[config.mk]
export PLATFORM = sky130hd
export DESIGN_NAME = scsi_target_info_transfer
export DESIGN_NICKNAME = d
export VERILOG_FILES = /design/src/verilog/scsi_target_pkg.sv /design/src/verilog/scsi_target_info_transfer.sv
export SDC_FILE = /design/constraint.sdc
export NUM_CORES = 1
export LEC_CHECK = 0
export ABC_CLOCK_PERIOD_IN_PS = 6300
export BUFFER_PORTS_ARGS = -buffer_cell sky130_fd_sc_hd__buf_2
export CAP_MARGIN = 20
export CORE_ASPECT_RATIO = 1.2
export CORE_MARGIN = 2
export CORE_UTILIZATION = 60
export DETAILED_ROUTE_END_ITERATION = 8
export PLACE_DENSITY_LB_ADDON = 0.12
export SLEW_MARGIN = 10
export SYNTH_ARGS = -nofsm -noshare
export SYNTH_HDL_FRONTEND = slang
export SYNTH_SLANG_ARGS = --single-unit
[constraint.sdc]
create_clock -name mclk -period 6.3 [get_ports mclk]
set_input_delay 0.945 -clock mclk [delete_from_list [all_inputs] [get_ports mclk]]
set_output_delay 0.945 -clock mclk [all_outputs]
set_load 0.01 [all_outputs]
[src/verilog/scsi_target_pkg.sv]
// Purpose: Shared constants for the target receive/send information transfer block
// Assumes: APB byte addresses, 32-bit data, one register per word
// Notes:   Interrupt codes are indices of the event that ended a command
package scsi_target_pkg;
  // ----------------------------------------
  // Register byte offsets
  // ----------------------------------------
  localparam logic [7:0] OFF_COMMAND   = 8'h00;
  localparam logic [7:0] OFF_XFER_MODE = 8'h04;
  localparam logic [7:0] OFF_PRESET_LO = 8'h08;
  localparam logic [7:0] OFF_PRESET_MI = 8'h0c;
  localparam logic [7:0] OFF_PRESET_HI = 8'h10;
  localparam logic [7:0] OFF_EXT_MODE  = 8'h14;
  localparam logic [7:0] OFF_HS_TOUT   = 8'h18;
  localparam logic [7:0] OFF_CONN      = 8'h1c;
  localparam logic [7:0] OFF_CONTROL   = 8'h20;
  localparam logic [7:0] OFF_INT_STAT  = 8'h24;
  localparam logic [7:0] OFF_CUR_COUNT = 8'h28;
  localparam logic [7:0] OFF_EXT_STAT  = 8'h2c;
  localparam logic [7:0] OFF_FIFO_DATA = 8'h30;
  // ----------------------------------------
  // Command byte layout, transfer mode sync bit, host parity bit
  // ----------------------------------------
  localparam int         CMD_SEL_HI_BIT = 7;
  localparam int         CMD_SEL_LO_BIT = 6;
  localparam int         CMD_MSG_BIT    = 2;
  localparam int         CMD_CD_BIT     = 1;
  localparam logic [2:0] SEND_PATTERN   = 3'h5;
  localparam logic [2:0] RECV_PATTERN   = 3'h4;
  localparam int         MODE_SYNC_BIT  = 4;
  localparam int         CPU_PAR_BIT    = 8;
  // ----------------------------------------
  // Connection states, codes, timing
  // ----------------------------------------
  localparam logic [1:0] CONN_DISC = 2'h0;
  localparam logic [1:0] CONN_INIT = 2'h1;
  localparam logic [1:0] CONN_TGT  = 2'h2;
  localparam logic [7:0] INT_NONE    = 8'h00;
  localparam logic [7:0] INT_NORMAL  = 8'h01;
  localparam logic [7:0] INT_INVALID = 8'h02;
  localparam logic [7:0] INT_FIFO    = 8'h03;
  localparam logic [7:0] INT_OFFSET  = 8'h04;
  localparam logic [7:0] INT_SPAR    = 8'h05;
  localparam logic [7:0] INT_CPAR    = 8'h06;
  localparam logic [7:0] INT_TIMEOUT = 8'h07;
  localparam logic [7:0] INT_RESET   = 8'h08;
  localparam logic [7:0] INT_BREAK   = 8'h09;
  localparam logic [7:0] PH_RECV     = 8'h51;
  localparam logic [7:0] PH_SEND     = 8'h61;
  localparam logic [23:0] COUNT_ONE  = 24'h000001;
  localparam int         CLK_NS       = 10;
  localparam int         PHASE_MAX    = 12;
  localparam int         SETTLE_WAIT  = 8;
  localparam logic [3:0] SETTLE_COUNT = 4'(SETTLE_WAIT - 1);
endpackage : scsi_target_pkg

[src/verilog/scsi_target_info_transfer.sv]
// Purpose: Target-side receive and send information transfer with an APB register file
// Assumes: SCSI pins are active-high here; pads invert; SCSI and DMA input pins pass two flip-flops
// Notes:   FIFO is read and written through the data register; drq asks the host to move it
//
// Our own choices: the register offsets and the APB interface to the registers.
`timescale 1ns/1ps
// Function
// - Phase pins set within twelve cycles
// - Wait eight cycles before taking bytes
// - Receive phase encoding of msg and cd
// - Decrement counter once per received byte
// - Count on ack async, req sync
// - At zero stop, drain FIFO, then end
// - Normal end interrupts, stays target
// - Break aborts, interrupts, end-of-process later
// - Receive only valid in target state
// - Transfer error aborts, interrupts, end-of-process
// - FIFO overrun or underrun is error
// - Sync offset outside limit is error
// - Check parity of each SCSI byte
// - Check parity of host written data
// - Stalled handshake beyond setting times out
// - Parity error without deferral aborts at once
// - Deferred parity error ends normally, flagged
// - Pending reset reported before invalid command
// - Receive transfer reports phase code 51h
// - Send command byte layout, target only
// - Four counter load options, three from preset
// - Send phase encoding, 10 prohibited
// - Send at zero discards FIFO leftovers
module scsi_target_info_transfer #(
  parameter int FIFO_DEPTH = 8,
  parameter int PTR_W      = 3
) (
  // Clock and reset
  input  wire logic        mclk,
  input  wire logic        reset_n,
  // APB slave
  input  wire logic        psel,
  input  wire logic        penable,
  input  wire logic        pwrite,
  input  wire logic [7:0]  paddr,
  input  wire logic [31:0] pwdata,
  output logic [31:0]      prdata,
  output logic             pready,
  output logic             pslverr,
  // SCSI bus
  input  wire logic        scsi_ack_in,
  input  wire logic [8:0]  scsi_data_in,
  input  wire logic        scsi_rst_in,
  output logic             scsi_req,
  output logic             scsi_io,
  output logic             scsi_msg,
  output logic             scsi_cd,
  output logic [8:0]       scsi_data_out,
  output logic             scsi_data_oe,
  // Host side
  input  wire logic        dma_ack_in,
  output logic             irq,
  output logic             drq,
  output logic             end_of_process_pin
);
  typedef enum logic [4:0] {
    ST_IDLE   = 5'b00001,
    ST_PHASE  = 5'b00010,
    ST_SETTLE = 5'b00100,
    ST_XFER   = 5'b01000,
    ST_DRAIN  = 5'b10000
  } state_t;

  // ----------------------------------------
  // Functions
  // ----------------------------------------
  function automatic logic odd_ok(input logic [8:0] b);
    odd_ok = ^b;
  endfunction : odd_ok

  function automatic logic [23:0] load_count(input logic [1:0] sel, input logic [23:0] pre);
    unique case (sel)
      2'h0: load_count = pre;
      2'h1: load_count = {pre[23:8], 8'h00};
      2'h2: load_count = {16'h0000, pre[7:0]};
      2'h3: load_count = scsi_target_pkg::COUNT_ONE;
    endcase
  endfunction : load_count

  // ----------------------------------------
  // Pin synchronisers
  // ----------------------------------------
  logic [11:0] sync_a;
  logic [11:0] sync_b;
  logic        ack_d;
  always_ff @(posedge mclk or negedge reset_n) begin
    if (!reset_n) begin
      sync_a <= 12'h000;
      sync_b <= 12'h000;
      ack_d  <= 1'b0;
    end else begin
      sync_a <= {dma_ack_in, scsi_rst_in, scsi_ack_in, scsi_data_in};
      sync_b <= sync_a;
      ack_d  <= sync_b[9];
    end
  end
  wire [8:0] sdata    = sync_b[8:0];
  wire       ack_s    = sync_b[9];
  wire       rst_s    = sync_b[10];
  wire       dack_s   = sync_b[11];
  wire       ack_rise = ack_s & ~ack_d;
  wire       ack_fall = ~ack_s & ack_d;

  // ----------------------------------------
  // Registers and state
  // ----------------------------------------
  state_t      state;
  logic [7:0]  command;
  logic [4:0]  xfer_mode_setting;
  logic [23:0] preset;
  logic        parity_deferral_bit;
  logic [15:0] handshake_timeout_setting;
  logic [1:0]  conn;
  logic [23:0] count;
  logic        extended_status;
  logic [7:0]  int_code;
  logic [7:0]  int_next;
  logic [7:0]  phase_code;
  logic        rst_pend;
  logic        eop_pend;
  logic        is_send;
  logic [3:0]  wait_cnt;
  logic [3:0]  outstanding;
  logic [15:0] hs_timer;
  logic [8:0]  fifo_mem [FIFO_DEPTH];
  logic [PTR_W-1:0] wr_ptr;
  logic [PTR_W-1:0] rd_ptr;
  logic [PTR_W:0]   fifo_cnt;

  // ----------------------------------------
  // APB decode
  // ----------------------------------------
  wire apb_done  = psel & penable & pready;
  wire apb_wr    = apb_done & pwrite;
  wire apb_rd    = apb_done & ~pwrite;
  wire hit_cmd   = paddr == scsi_target_pkg::OFF_COMMAND;
  wire hit_mode  = paddr == scsi_target_pkg::OFF_XFER_MODE;
  wire hit_plo   = paddr == scsi_target_pkg::OFF_PRESET_LO;
  wire hit_pmi   = paddr == scsi_target_pkg::OFF_PRESET_MI;
  wire hit_phi   = paddr == scsi_target_pkg::OFF_PRESET_HI;
  wire hit_xmod  = paddr == scsi_target_pkg::OFF_EXT_MODE;
  wire hit_tout  = paddr == scsi_target_pkg::OFF_HS_TOUT;
  wire hit_conn  = paddr == scsi_target_pkg::OFF_CONN;
  wire hit_ctrl  = paddr == scsi_target_pkg::OFF_CONTROL;
  wire hit_ist   = paddr == scsi_target_pkg::OFF_INT_STAT;
  wire hit_cnt   = paddr == scsi_target_pkg::OFF_CUR_COUNT;
  wire hit_xst   = paddr == scsi_target_pkg::OFF_EXT_STAT;
  wire hit_fifo  = paddr == scsi_target_pkg::OFF_FIFO_DATA;
  wire mapped    = hit_cmd | hit_mode | hit_plo | hit_pmi | hit_phi | hit_xmod | hit_tout
                 | hit_conn | hit_ctrl | hit_ist | hit_cnt | hit_xst | hit_fifo;
  wire [31:0] rd_mux =
      hit_cmd  ? {24'h0, command} :
      hit_mode ? {27'h0, xfer_mode_setting} :
      hit_plo  ? {24'h0, preset[7:0]} :
      hit_pmi  ? {24'h0, preset[15:8]} :
      hit_phi  ? {24'h0, preset[23:16]} :
      hit_xmod ? {31'h0, parity_deferral_bit} :
      hit_tout ? {16'h0, handshake_timeout_setting} :
      hit_conn ? {30'h0, conn} :
      hit_ist  ? {16'h0, phase_code, int_code} :
      hit_cnt  ? {8'h0, count} :
      hit_xst  ? {31'h0, extended_status} :
      hit_fifo ? {23'h0, fifo_mem[rd_ptr]} : 32'h0;

  // Host data carries odd parity in bit 8
  wire cpu_par_bad = apb_wr & (hit_cmd | hit_fifo) & ~odd_ok(pwdata[8:0]);

  // ----------------------------------------
  // Command decode
  // ----------------------------------------
  wire busy      = state != ST_IDLE;
  wire cmd_wr    = apb_wr & hit_cmd & ~busy & ~cpu_par_bad;
  wire send_code = pwdata[5:3] == scsi_target_pkg::SEND_PATTERN && pwdata[0];
  wire recv_code = pwdata[5:3] == scsi_target_pkg::RECV_PATTERN && pwdata[0];
  wire bad_phase = send_code && pwdata[2:1] == 2'h2;
  wire cmd_ok    = (send_code | recv_code) & ~bad_phase & ~rst_pend
                 & (conn == scsi_target_pkg::CONN_TGT);
  wire brk_wr    = apb_wr & hit_ctrl & pwdata[0] & busy;

  // ----------------------------------------
  // Transfer engine decode
  // ----------------------------------------
  wire sync_mode = xfer_mode_setting[scsi_target_pkg::MODE_SYNC_BIT];
  wire [3:0] off_limit = xfer_mode_setting[3:0];
  wire xfer      = state == ST_XFER;
  wire fifo_full = fifo_cnt == (PTR_W+1)'(FIFO_DEPTH);
  wire fifo_emp  = fifo_cnt == '0;
  wire async_cap = xfer & ~sync_mode & scsi_req & ack_s;
  wire sync_cap  = xfer & sync_mode & ack_rise & ~is_send;
  wire scsi_push = ~is_send & (async_cap | sync_cap);
  wire room_ok   = is_send ? ~fifo_emp : ~fifo_full;
  wire async_go  = xfer & ~sync_mode & ~scsi_req & ~ack_s & ~ack_d & count != 0 & room_ok;
  wire sync_go   = xfer & sync_mode & ~scsi_req & count != 0 & outstanding < off_limit
                 & (~is_send | ~fifo_emp);
  wire scsi_pop  = is_send & (async_go | sync_go);
  wire sync_end  = xfer & sync_mode & scsi_req;
  wire count_dec = sync_mode ? sync_end : (xfer & ack_fall);
  wire host_pop  = apb_rd & hit_fifo & ~is_send & ~fifo_emp;
  wire host_push = apb_wr & hit_fifo & is_send & ~fifo_full & ~cpu_par_bad;
  wire push      = scsi_push | host_push;
  wire pop       = scsi_pop | host_pop;
  wire [3:0] next_out = outstanding + {3'h0, sync_end} - {3'h0, sync_mode & xfer & ack_rise};

  // Parity of every byte taken from the bus
  wire spar_bad  = scsi_push & ~odd_ok(sdata);
  // Overrun on a full push, underrun on an empty host access
  wire fifo_err  = (sync_cap & fifo_full) | (busy & apb_done & hit_fifo
                 & (pwrite ? (is_send & fifo_full) : (~is_send & fifo_emp)));
  // Outstanding count must stay within 0..limit
  wire off_err   = sync_mode & xfer & ((ack_rise & outstanding == 0 & ~sync_end)
                 | next_out > off_limit);
  wire hs_wait   = xfer & (sync_mode ? outstanding != 0 : scsi_req);
  wire tout_err  = hs_wait & handshake_timeout_setting != 0
                 & hs_timer >= handshake_timeout_setting;
  wire spar_abt  = spar_bad & ~parity_deferral_bit;
  wire abort     = busy & (brk_wr | fifo_err | off_err | spar_abt | cpu_par_bad | tout_err);
  wire [7:0] abort_code =
      brk_wr      ? scsi_target_pkg::INT_BREAK :
      cpu_par_bad ? scsi_target_pkg::INT_CPAR :
      spar_abt    ? scsi_target_pkg::INT_SPAR :
      fifo_err    ? scsi_target_pkg::INT_FIFO :
      off_err     ? scsi_target_pkg::INT_OFFSET : scsi_target_pkg::INT_TIMEOUT;
  // Receive ends once the counter is zero and the FIFO has drained
  wire xfer_zero = xfer & count == 0 & (~sync_mode | outstanding == 0) & ~scsi_req;
  wire drain_end = state == ST_DRAIN & (is_send | fifo_emp);
  wire int_rd    = apb_rd & hit_ist;

  // ----------------------------------------
  // APB slave
  // ----------------------------------------
  always_ff @(posedge mclk or negedge reset_n) begin
    if (!reset_n) begin
      pready  <= 1'b0;
      pslverr <= 1'b0;
      prdata  <= 32'h0;
    end else begin
      pready  <= psel & ~penable;
      pslverr <= psel & ~penable & ~mapped;
      prdata  <= (psel & ~penable & ~pwrite) ? rd_mux : 32'h0;
    end
  end

  // ----------------------------------------
  // Software registers
  // ----------------------------------------
  always_ff @(posedge mclk or negedge reset_n) begin
    if (!reset_n) begin
      xfer_mode_setting         <= 5'h00;
      preset                    <= 24'h0;
      parity_deferral_bit       <= 1'b0;
      handshake_timeout_setting <= 16'h0;
      conn                      <= scsi_target_pkg::CONN_DISC;
    end else if (apb_wr) begin
      if (hit_mode) xfer_mode_setting <= pwdata[4:0];
      if (hit_plo) preset[7:0] <= pwdata[7:0];
      if (hit_pmi) preset[15:8] <= pwdata[7:0];
      if (hit_phi) preset[23:16] <= pwdata[7:0];
      if (hit_xmod) parity_deferral_bit <= pwdata[0];
      if (hit_tout) handshake_timeout_setting <= pwdata[15:0];
      if (hit_conn & ~busy) conn <= pwdata[1:0];
    end
  end

  // ----------------------------------------
  // FIFO
  // ----------------------------------------
  always_ff @(posedge mclk or negedge reset_n) begin
    if (!reset_n) begin
      wr_ptr   <= '0;
      rd_ptr   <= '0;
      fifo_cnt <= '0;
    end else if (cmd_wr | (xfer_zero & is_send)) begin
      // Leftover send data is dropped when the count runs out
      wr_ptr   <= '0;
      rd_ptr   <= '0;
      fifo_cnt <= '0;
    end else begin
      if (push) wr_ptr <= PTR_W'(wr_ptr + 1'b1);
      if (pop) rd_ptr <= PTR_W'(rd_ptr + 1'b1);
      fifo_cnt <= fifo_cnt + {PTR_W'(0), push} - {PTR_W'(0), pop};
    end
  end
  always_ff @(posedge mclk) begin
    if (push) fifo_mem[wr_ptr] <= scsi_push ? sdata : pwdata[8:0];
  end

  // ----------------------------------------
  // Command sequencer
  // ----------------------------------------
  always_ff @(posedge mclk or negedge reset_n) begin
    if (!reset_n) begin
      state    <= ST_IDLE;
      command  <= 8'h00;
      is_send  <= 1'b0;
      wait_cnt <= 4'h0;
      count    <= 24'h0;
    end else if (abort) begin
      state <= ST_IDLE;
    end else begin
      unique case (state)
        ST_IDLE: if (cmd_wr & cmd_ok) begin
          command <= pwdata[7:0];
          is_send <= send_code;
          count   <= load_count(pwdata[7:6], preset);
          state   <= ST_PHASE;
        end
        ST_PHASE: begin
          wait_cnt <= scsi_target_pkg::SETTLE_COUNT;
          state    <= ST_SETTLE;
        end
        ST_SETTLE: begin
          // No byte is requested until the phase has stood 8 cycles
          wait_cnt <= wait_cnt - 4'h1;
          if (wait_cnt == 4'h0) state <= ST_XFER;
        end
        ST_XFER: begin
          if (count_dec && count != 0) count <= count - 24'h1;
          if (xfer_zero) state <= ST_DRAIN;
        end
        ST_DRAIN: if (drain_end) state <= ST_IDLE;
      endcase
    end
  end

  // ----------------------------------------
  // Handshake and bus pins
  // ----------------------------------------
  always_ff @(posedge mclk or negedge reset_n) begin
    if (!reset_n) begin
      scsi_req      <= 1'b0;
      scsi_io       <= 1'b0;
      scsi_msg      <= 1'b0;
      scsi_cd       <= 1'b0;
      scsi_data_out <= 9'h000;
      scsi_data_oe  <= 1'b0;
      outstanding   <= 4'h0;
      hs_timer      <= 16'h0;
    end else begin
      if (cmd_wr & cmd_ok) begin
        // Phase pins follow the command on the very next edge
        scsi_io  <= send_code;
        scsi_msg <= ~pwdata[scsi_target_pkg::CMD_MSG_BIT];
        scsi_cd  <= ~pwdata[scsi_target_pkg::CMD_CD_BIT];
      end
      scsi_data_oe <= busy & ~abort & is_send;
      if (abort | ~xfer) scsi_req <= 1'b0;
      else if (async_go | sync_go) scsi_req <= 1'b1;
      else if (async_cap | sync_end) scsi_req <= 1'b0;
      if (scsi_pop) scsi_data_out <= fifo_mem[rd_ptr];
      outstanding <= xfer ? next_out : 4'h0;
      hs_timer <= (hs_wait & ~ack_rise) ? hs_timer + 16'h1 : 16'h0;
    end
  end

  // ----------------------------------------
  // Status, interrupt request, host pins
  // ----------------------------------------
  always_ff @(posedge mclk or negedge reset_n) begin
    if (!reset_n) begin
      int_code           <= scsi_target_pkg::INT_NONE;
      int_next           <= scsi_target_pkg::INT_NONE;
      phase_code         <= 8'h00;
      rst_pend           <= 1'b0;
      eop_pend           <= 1'b0;
      extended_status    <= 1'b0;
      irq                <= 1'b0;
      drq                <= 1'b0;
      end_of_process_pin <= 1'b0;
    end else begin
      // Set beats clear: a deferred parity error in the clearing cycle is kept
      if (spar_bad & parity_deferral_bit) extended_status <= 1'b1;
      else if (apb_wr & hit_xst & pwdata[0]) extended_status <= 1'b0;
      if (rst_s) rst_pend <= 1'b1;
      if (cmd_wr & rst_pend) begin
        // Reset first, invalid command queued behind it
        int_code <= scsi_target_pkg::INT_RESET;
        int_next <= scsi_target_pkg::INT_INVALID;
        // A reset still standing on the pin stays pending
        rst_pend <= rst_s;
      end else if (cmd_wr & ~cmd_ok) begin
        int_code <= scsi_target_pkg::INT_INVALID;
      end else if (abort) begin
        int_code <= abort_code;
        eop_pend <= 1'b1;
      end else if (drain_end) begin
        int_code <= scsi_target_pkg::INT_NORMAL;
      end else if (int_rd) begin
        int_code <= int_next;
        int_next <= scsi_target_pkg::INT_NONE;
      end
      if (cmd_wr & cmd_ok) phase_code <= send_code ? scsi_target_pkg::PH_SEND
                                                   : scsi_target_pkg::PH_RECV;
      else if (~busy) phase_code <= 8'h00;
      irq <= int_code != scsi_target_pkg::INT_NONE;
      drq <= busy & ~abort & (is_send ? ~fifo_full : ~fifo_emp);
      // End-of-process shows in the DMA service period after an abort
      end_of_process_pin <= eop_pend & dack_s;
      if (eop_pend & dack_s & ~abort) eop_pend <= 1'b0;
    end
  end

  // ----------------------------------------
  // Checks
  // ----------------------------------------
  chk_phase_set: assert property (@(posedge mclk) disable iff (!reset_n)
    (cmd_wr & cmd_ok & recv_code) |=> ##[0:10] (!scsi_io && scsi_msg == !command[2]))
    else $error("phase pins late after receive command");
  chk_settle_wait: assert property (@(posedge mclk) disable iff (!reset_n)
    $rose(state == ST_SETTLE) |-> !scsi_req [*8])
    else $error("request raised before settle wait ended");
  chk_count_dec: assert property (@(posedge mclk) disable iff (!reset_n)
    (xfer & count_dec & count != 0 & !abort) |=> count == $past(count) - 24'h1)
    else $error("counter did not decrement");
  chk_zero_stop: assert property (@(posedge mclk) disable iff (!reset_n)
    (state == ST_DRAIN) |-> !scsi_req)
    else $error("bus request during drain");
  chk_normal_irq: assert property (@(posedge mclk) disable iff (!reset_n)
    (drain_end & !abort) |=> ##1 (irq && conn == scsi_target_pkg::CONN_TGT))
    else $error("no interrupt after normal end");
  chk_invalid_cmd: assert property (@(posedge mclk) disable iff (!reset_n)
    (cmd_wr & conn != scsi_target_pkg::CONN_TGT) |=> state == ST_IDLE)
    else $error("command started outside target state");
  chk_abort_idle: assert property (@(posedge mclk) disable iff (!reset_n)
    abort |=> (state == ST_IDLE && eop_pend && !scsi_req))
    else $error("abort did not stop the command");
  chk_defer_par: assert property (@(posedge mclk) disable iff (!reset_n)
    (spar_bad & parity_deferral_bit) |=> extended_status)
    else $error("deferred parity error not recorded");
  chk_recv_code: assert property (@(posedge mclk) disable iff (!reset_n)
    (xfer & !is_send) |-> phase_code == scsi_target_pkg::PH_RECV)
    else $error("wrong phase code during receive");
  chk_reset_first: assert property (@(posedge mclk) disable iff (!reset_n)
    (cmd_wr & rst_pend) |=> (int_code == scsi_target_pkg::INT_RESET
                             && int_next == scsi_target_pkg::INT_INVALID))
    else $error("pending reset not reported first");
endmodule : scsi_target_info_transfer

==> flow_summary.yaml <==
placement:
  dp_cells: 1424
  placed_cell_area_mm2: 0.0135
  hpwl_um: 23100
  io_buffers: 83
  preCtsSetupSlack_ps: 1410
  gp_congestion: 0.929
yosys:
  synth.distinct_cells: 77
  avgSynthCellArea_um2: 11.7
  syn_inst: 1103
  synth_edf_count: 72
  yosysSeqAreaShare: 0.555
  netlist_area_mm2: 0.0129
  ys_seq_elements: 271
  synth_warnings: 0
  postSynth.asyncResetShare: 0.734
  synthFlopType: "dfrtp_1"
pwr:
  p_leak_nw: 6.25
  power_mw: 3.73
  irDropWorstVdd_uv: 268
  power-per-cell-area_mw_per_mm2: 258
cts:
  cts_sinks: 271
  insertion_delay_ps: 560
  clk_pin_slew_ps: 60
  post_cts_buffers: 0
  numCtsBuffers: 28
  cts_htree_levels: 1
  cts_hold_buf: 0
  cts-root-buf: "clkbuf_16"
  cts_buffer_depth: 3
  cts_tree: "done"
  ctsResizeCount: 0
grt:
  track_usage: 0.295
  antenna_found_initial: 1
  grt_pass1_wl_um: 50700
  grt_pass1_vias: 9079
  overflow: 0
  grt_max_degree: 89
finish:
  mostFrequentLayoutCell: "dfrtp_1"
  final_cells: 1477
  antennaDiodeCount: 0
  fillers: 1578
  drive_gt1_frac: 0.198
  final_cell_mix: "198 x dfrtp_1, 97 x nor2_1, 82 x buf_2"
  post-route-util: 0.686
  area_growth_pct: 12.2
  fin_area_mm2: 0.0144
  final_nets: 1286
worst_setup_path:
  slowest_stage: "nand2_1"
  path_class: "flip-flop to flip-flop"
  cp.required_ps: 6760
  max_stage_delay_ps: 570
  r2r_slack_ps: 1360
  cp_max_fo: 27
  crit_top_cell: "ha_1"
  reg2reg_to: "count[21]"
  worstRegToRegCells: 18
  start_kind: "flip-flop"
  path_cells: "nor2_1, and3_1, buf_4, nand3_1, ha_1, inv_1, ha_1, a21o_1, a21oi_1, xor2_1, ha_1, a21oi_1, o21ai_0, a22oi_1, o31ai_1, o21ai_4, nand2_1, o2bb2ai_1"
  critPathArrivalTime_ps: 5400
  timing.rr.start: "state[4]"
  endpoint_kind: "flip-flop"
hold_path:
  min_to: "sync_b[10]"
  hold_depth: 0
  hold_start: "sync_a[10]"
  hp-class: "flip-flop to flip-flop"
sta:
  whs_ps: 348
  fin_crit_sh: 0.785
  hold_violations: 0
  setup_viol: 0
  relSlewSlack: 0.362
  slew_violations: 0
  setup_slack_ps: 1360
  fin_crit_ps: 4940
  tightest_slew_ps: 953
  rsz0062_at_grt: "false"
  final.setup.tns_ps: 0
  clock.fmax_mhz: 202
  finClkSkew_ps: 23.0
detailed_routing:
  dr_total_vias: 9229
  drtAntennaViolNets: 0
  wl_per_cell_um: 21.9
  drc: 0
  wl_um: 32400
  drtIter0Drc: 808
  via_per_inst: 6.25
  firstDrtPassIters: 5
run:
  max_cap_viol_count: 0
floorplan:
  die_area_mm2: 0.0227
  dieHeight_um: 164
  num_rows: 58
  io_pins: 108
  coreArea_mm2: 0.0210
  initial_core_util: 0.612
  die_w_um: 138
outcome:
  status: "finished, final reports clean"
[worst max-delay path by stage]
stage	endpoint	slack (ps)	start	cells past startpoint
finish	count[21]	1360	state[4]	18
detailed placement	count[21]	1410	state[4]	18
global placement	count[18]	1520	state[2]	17
CTS	count[18]	1430	state[2]	18
floorplan	count[18]	1940	state[4]	19
global route	count[16]	960	state[4]	18
[report_power, final]
part           internal [mW]  leakage (nW)  total [mW]  switching (mW)
sequential              1.84          3.32        1.87          0.0289
clock                  0.954         0.455        1.64           0.684
combinational         0.0742          2.47       0.224           0.150
[synth_stat cells (13+ instances only)]
cell type / n / area [um^2]
dfrtp_1: 198 / 4950
nor2_1: 97 / 364
nand2_1: 78 / 293
edfxtp_1: 72 / 2160
mux2_2: 60 / 676
a21oi_1: 50 / 250
inv_1: 49 / 184
o21ai_0: 44 / 220
ha_1: 42 / 526
nand3_1: 35 / 175
clkbuf_1: 33 / 124
nor3_1: 28 / 140
a22oi_1: 25 / 188
o2bb2ai_1: 21 / 184
xnor2_1: 20 / 175
mux4_2: 18 / 405
nor4_1: 17 / 106
nand2b_1: 13 / 81.3
[sequential cells by signal, indices dropped and copies added, names as in the netlist, 5 cells and up]
name and cells:
state 5, prdata 24, xfer_mode_setting 5, preset 24, count 24, handshake_timeout_setting 16, command 8, sync_a 12
hs_timer 16, sync_b 12, scsi_data_out 9, fifo_mem 72
[critical path, delay by kind of cell (launching register included)]
kind	cells	cell delay [ps]
fa+ha+maj	3	800
flops	1	380
compound gates	8	1790
buf+inv	2	380
xor+xnor	1	210
simple gates	4	1300
[layer usage]
metal / global-route usage / wire length, um
met5: 0 / 0
met3: 0.0473 / 2280
met1: 0.397 / 13000
met4: 0.108 / 1130
met2: 0.486 / 15900
[cell families (layout without fill, tap and decap cells)]
kind of cell | Yosys count | in the layout | synth area share
AND/OR/NAND/NOR | 339 | 339 | 0.130
flip-flops | 271 | 271 | 0.555
AO/OA/AOI/OAI | 223 | 223 | 0.120
buffers and inverters | 102 | 199 | 0.0343
multiplexers | 90 | 90 | 0.0933
adder cells (fa/ha/maj) | 44 | 44 | 0.0439
XOR/XNOR | 33 | 33 | 0.0235
other | 1 | 8 | 0.000291
[cell type report]
type | instances | area [um^2] | share of cell area
Multi-Input combinational cell | 737 | 5320 | 0.369
Sequential cell | 271 | 7140 | 0.495
Inverter | 49 | 184 | 0.0127
Clock buffer | 34 | 733 | 0.0508
Timing Repair Buffer | 98 | 537 | 0.0372
Clock inverter | 18 | 184 | 0.0127
Tap cell | 270 | 338 | 0.0234
Note: power is estimated with default switching activity, not from simulation.
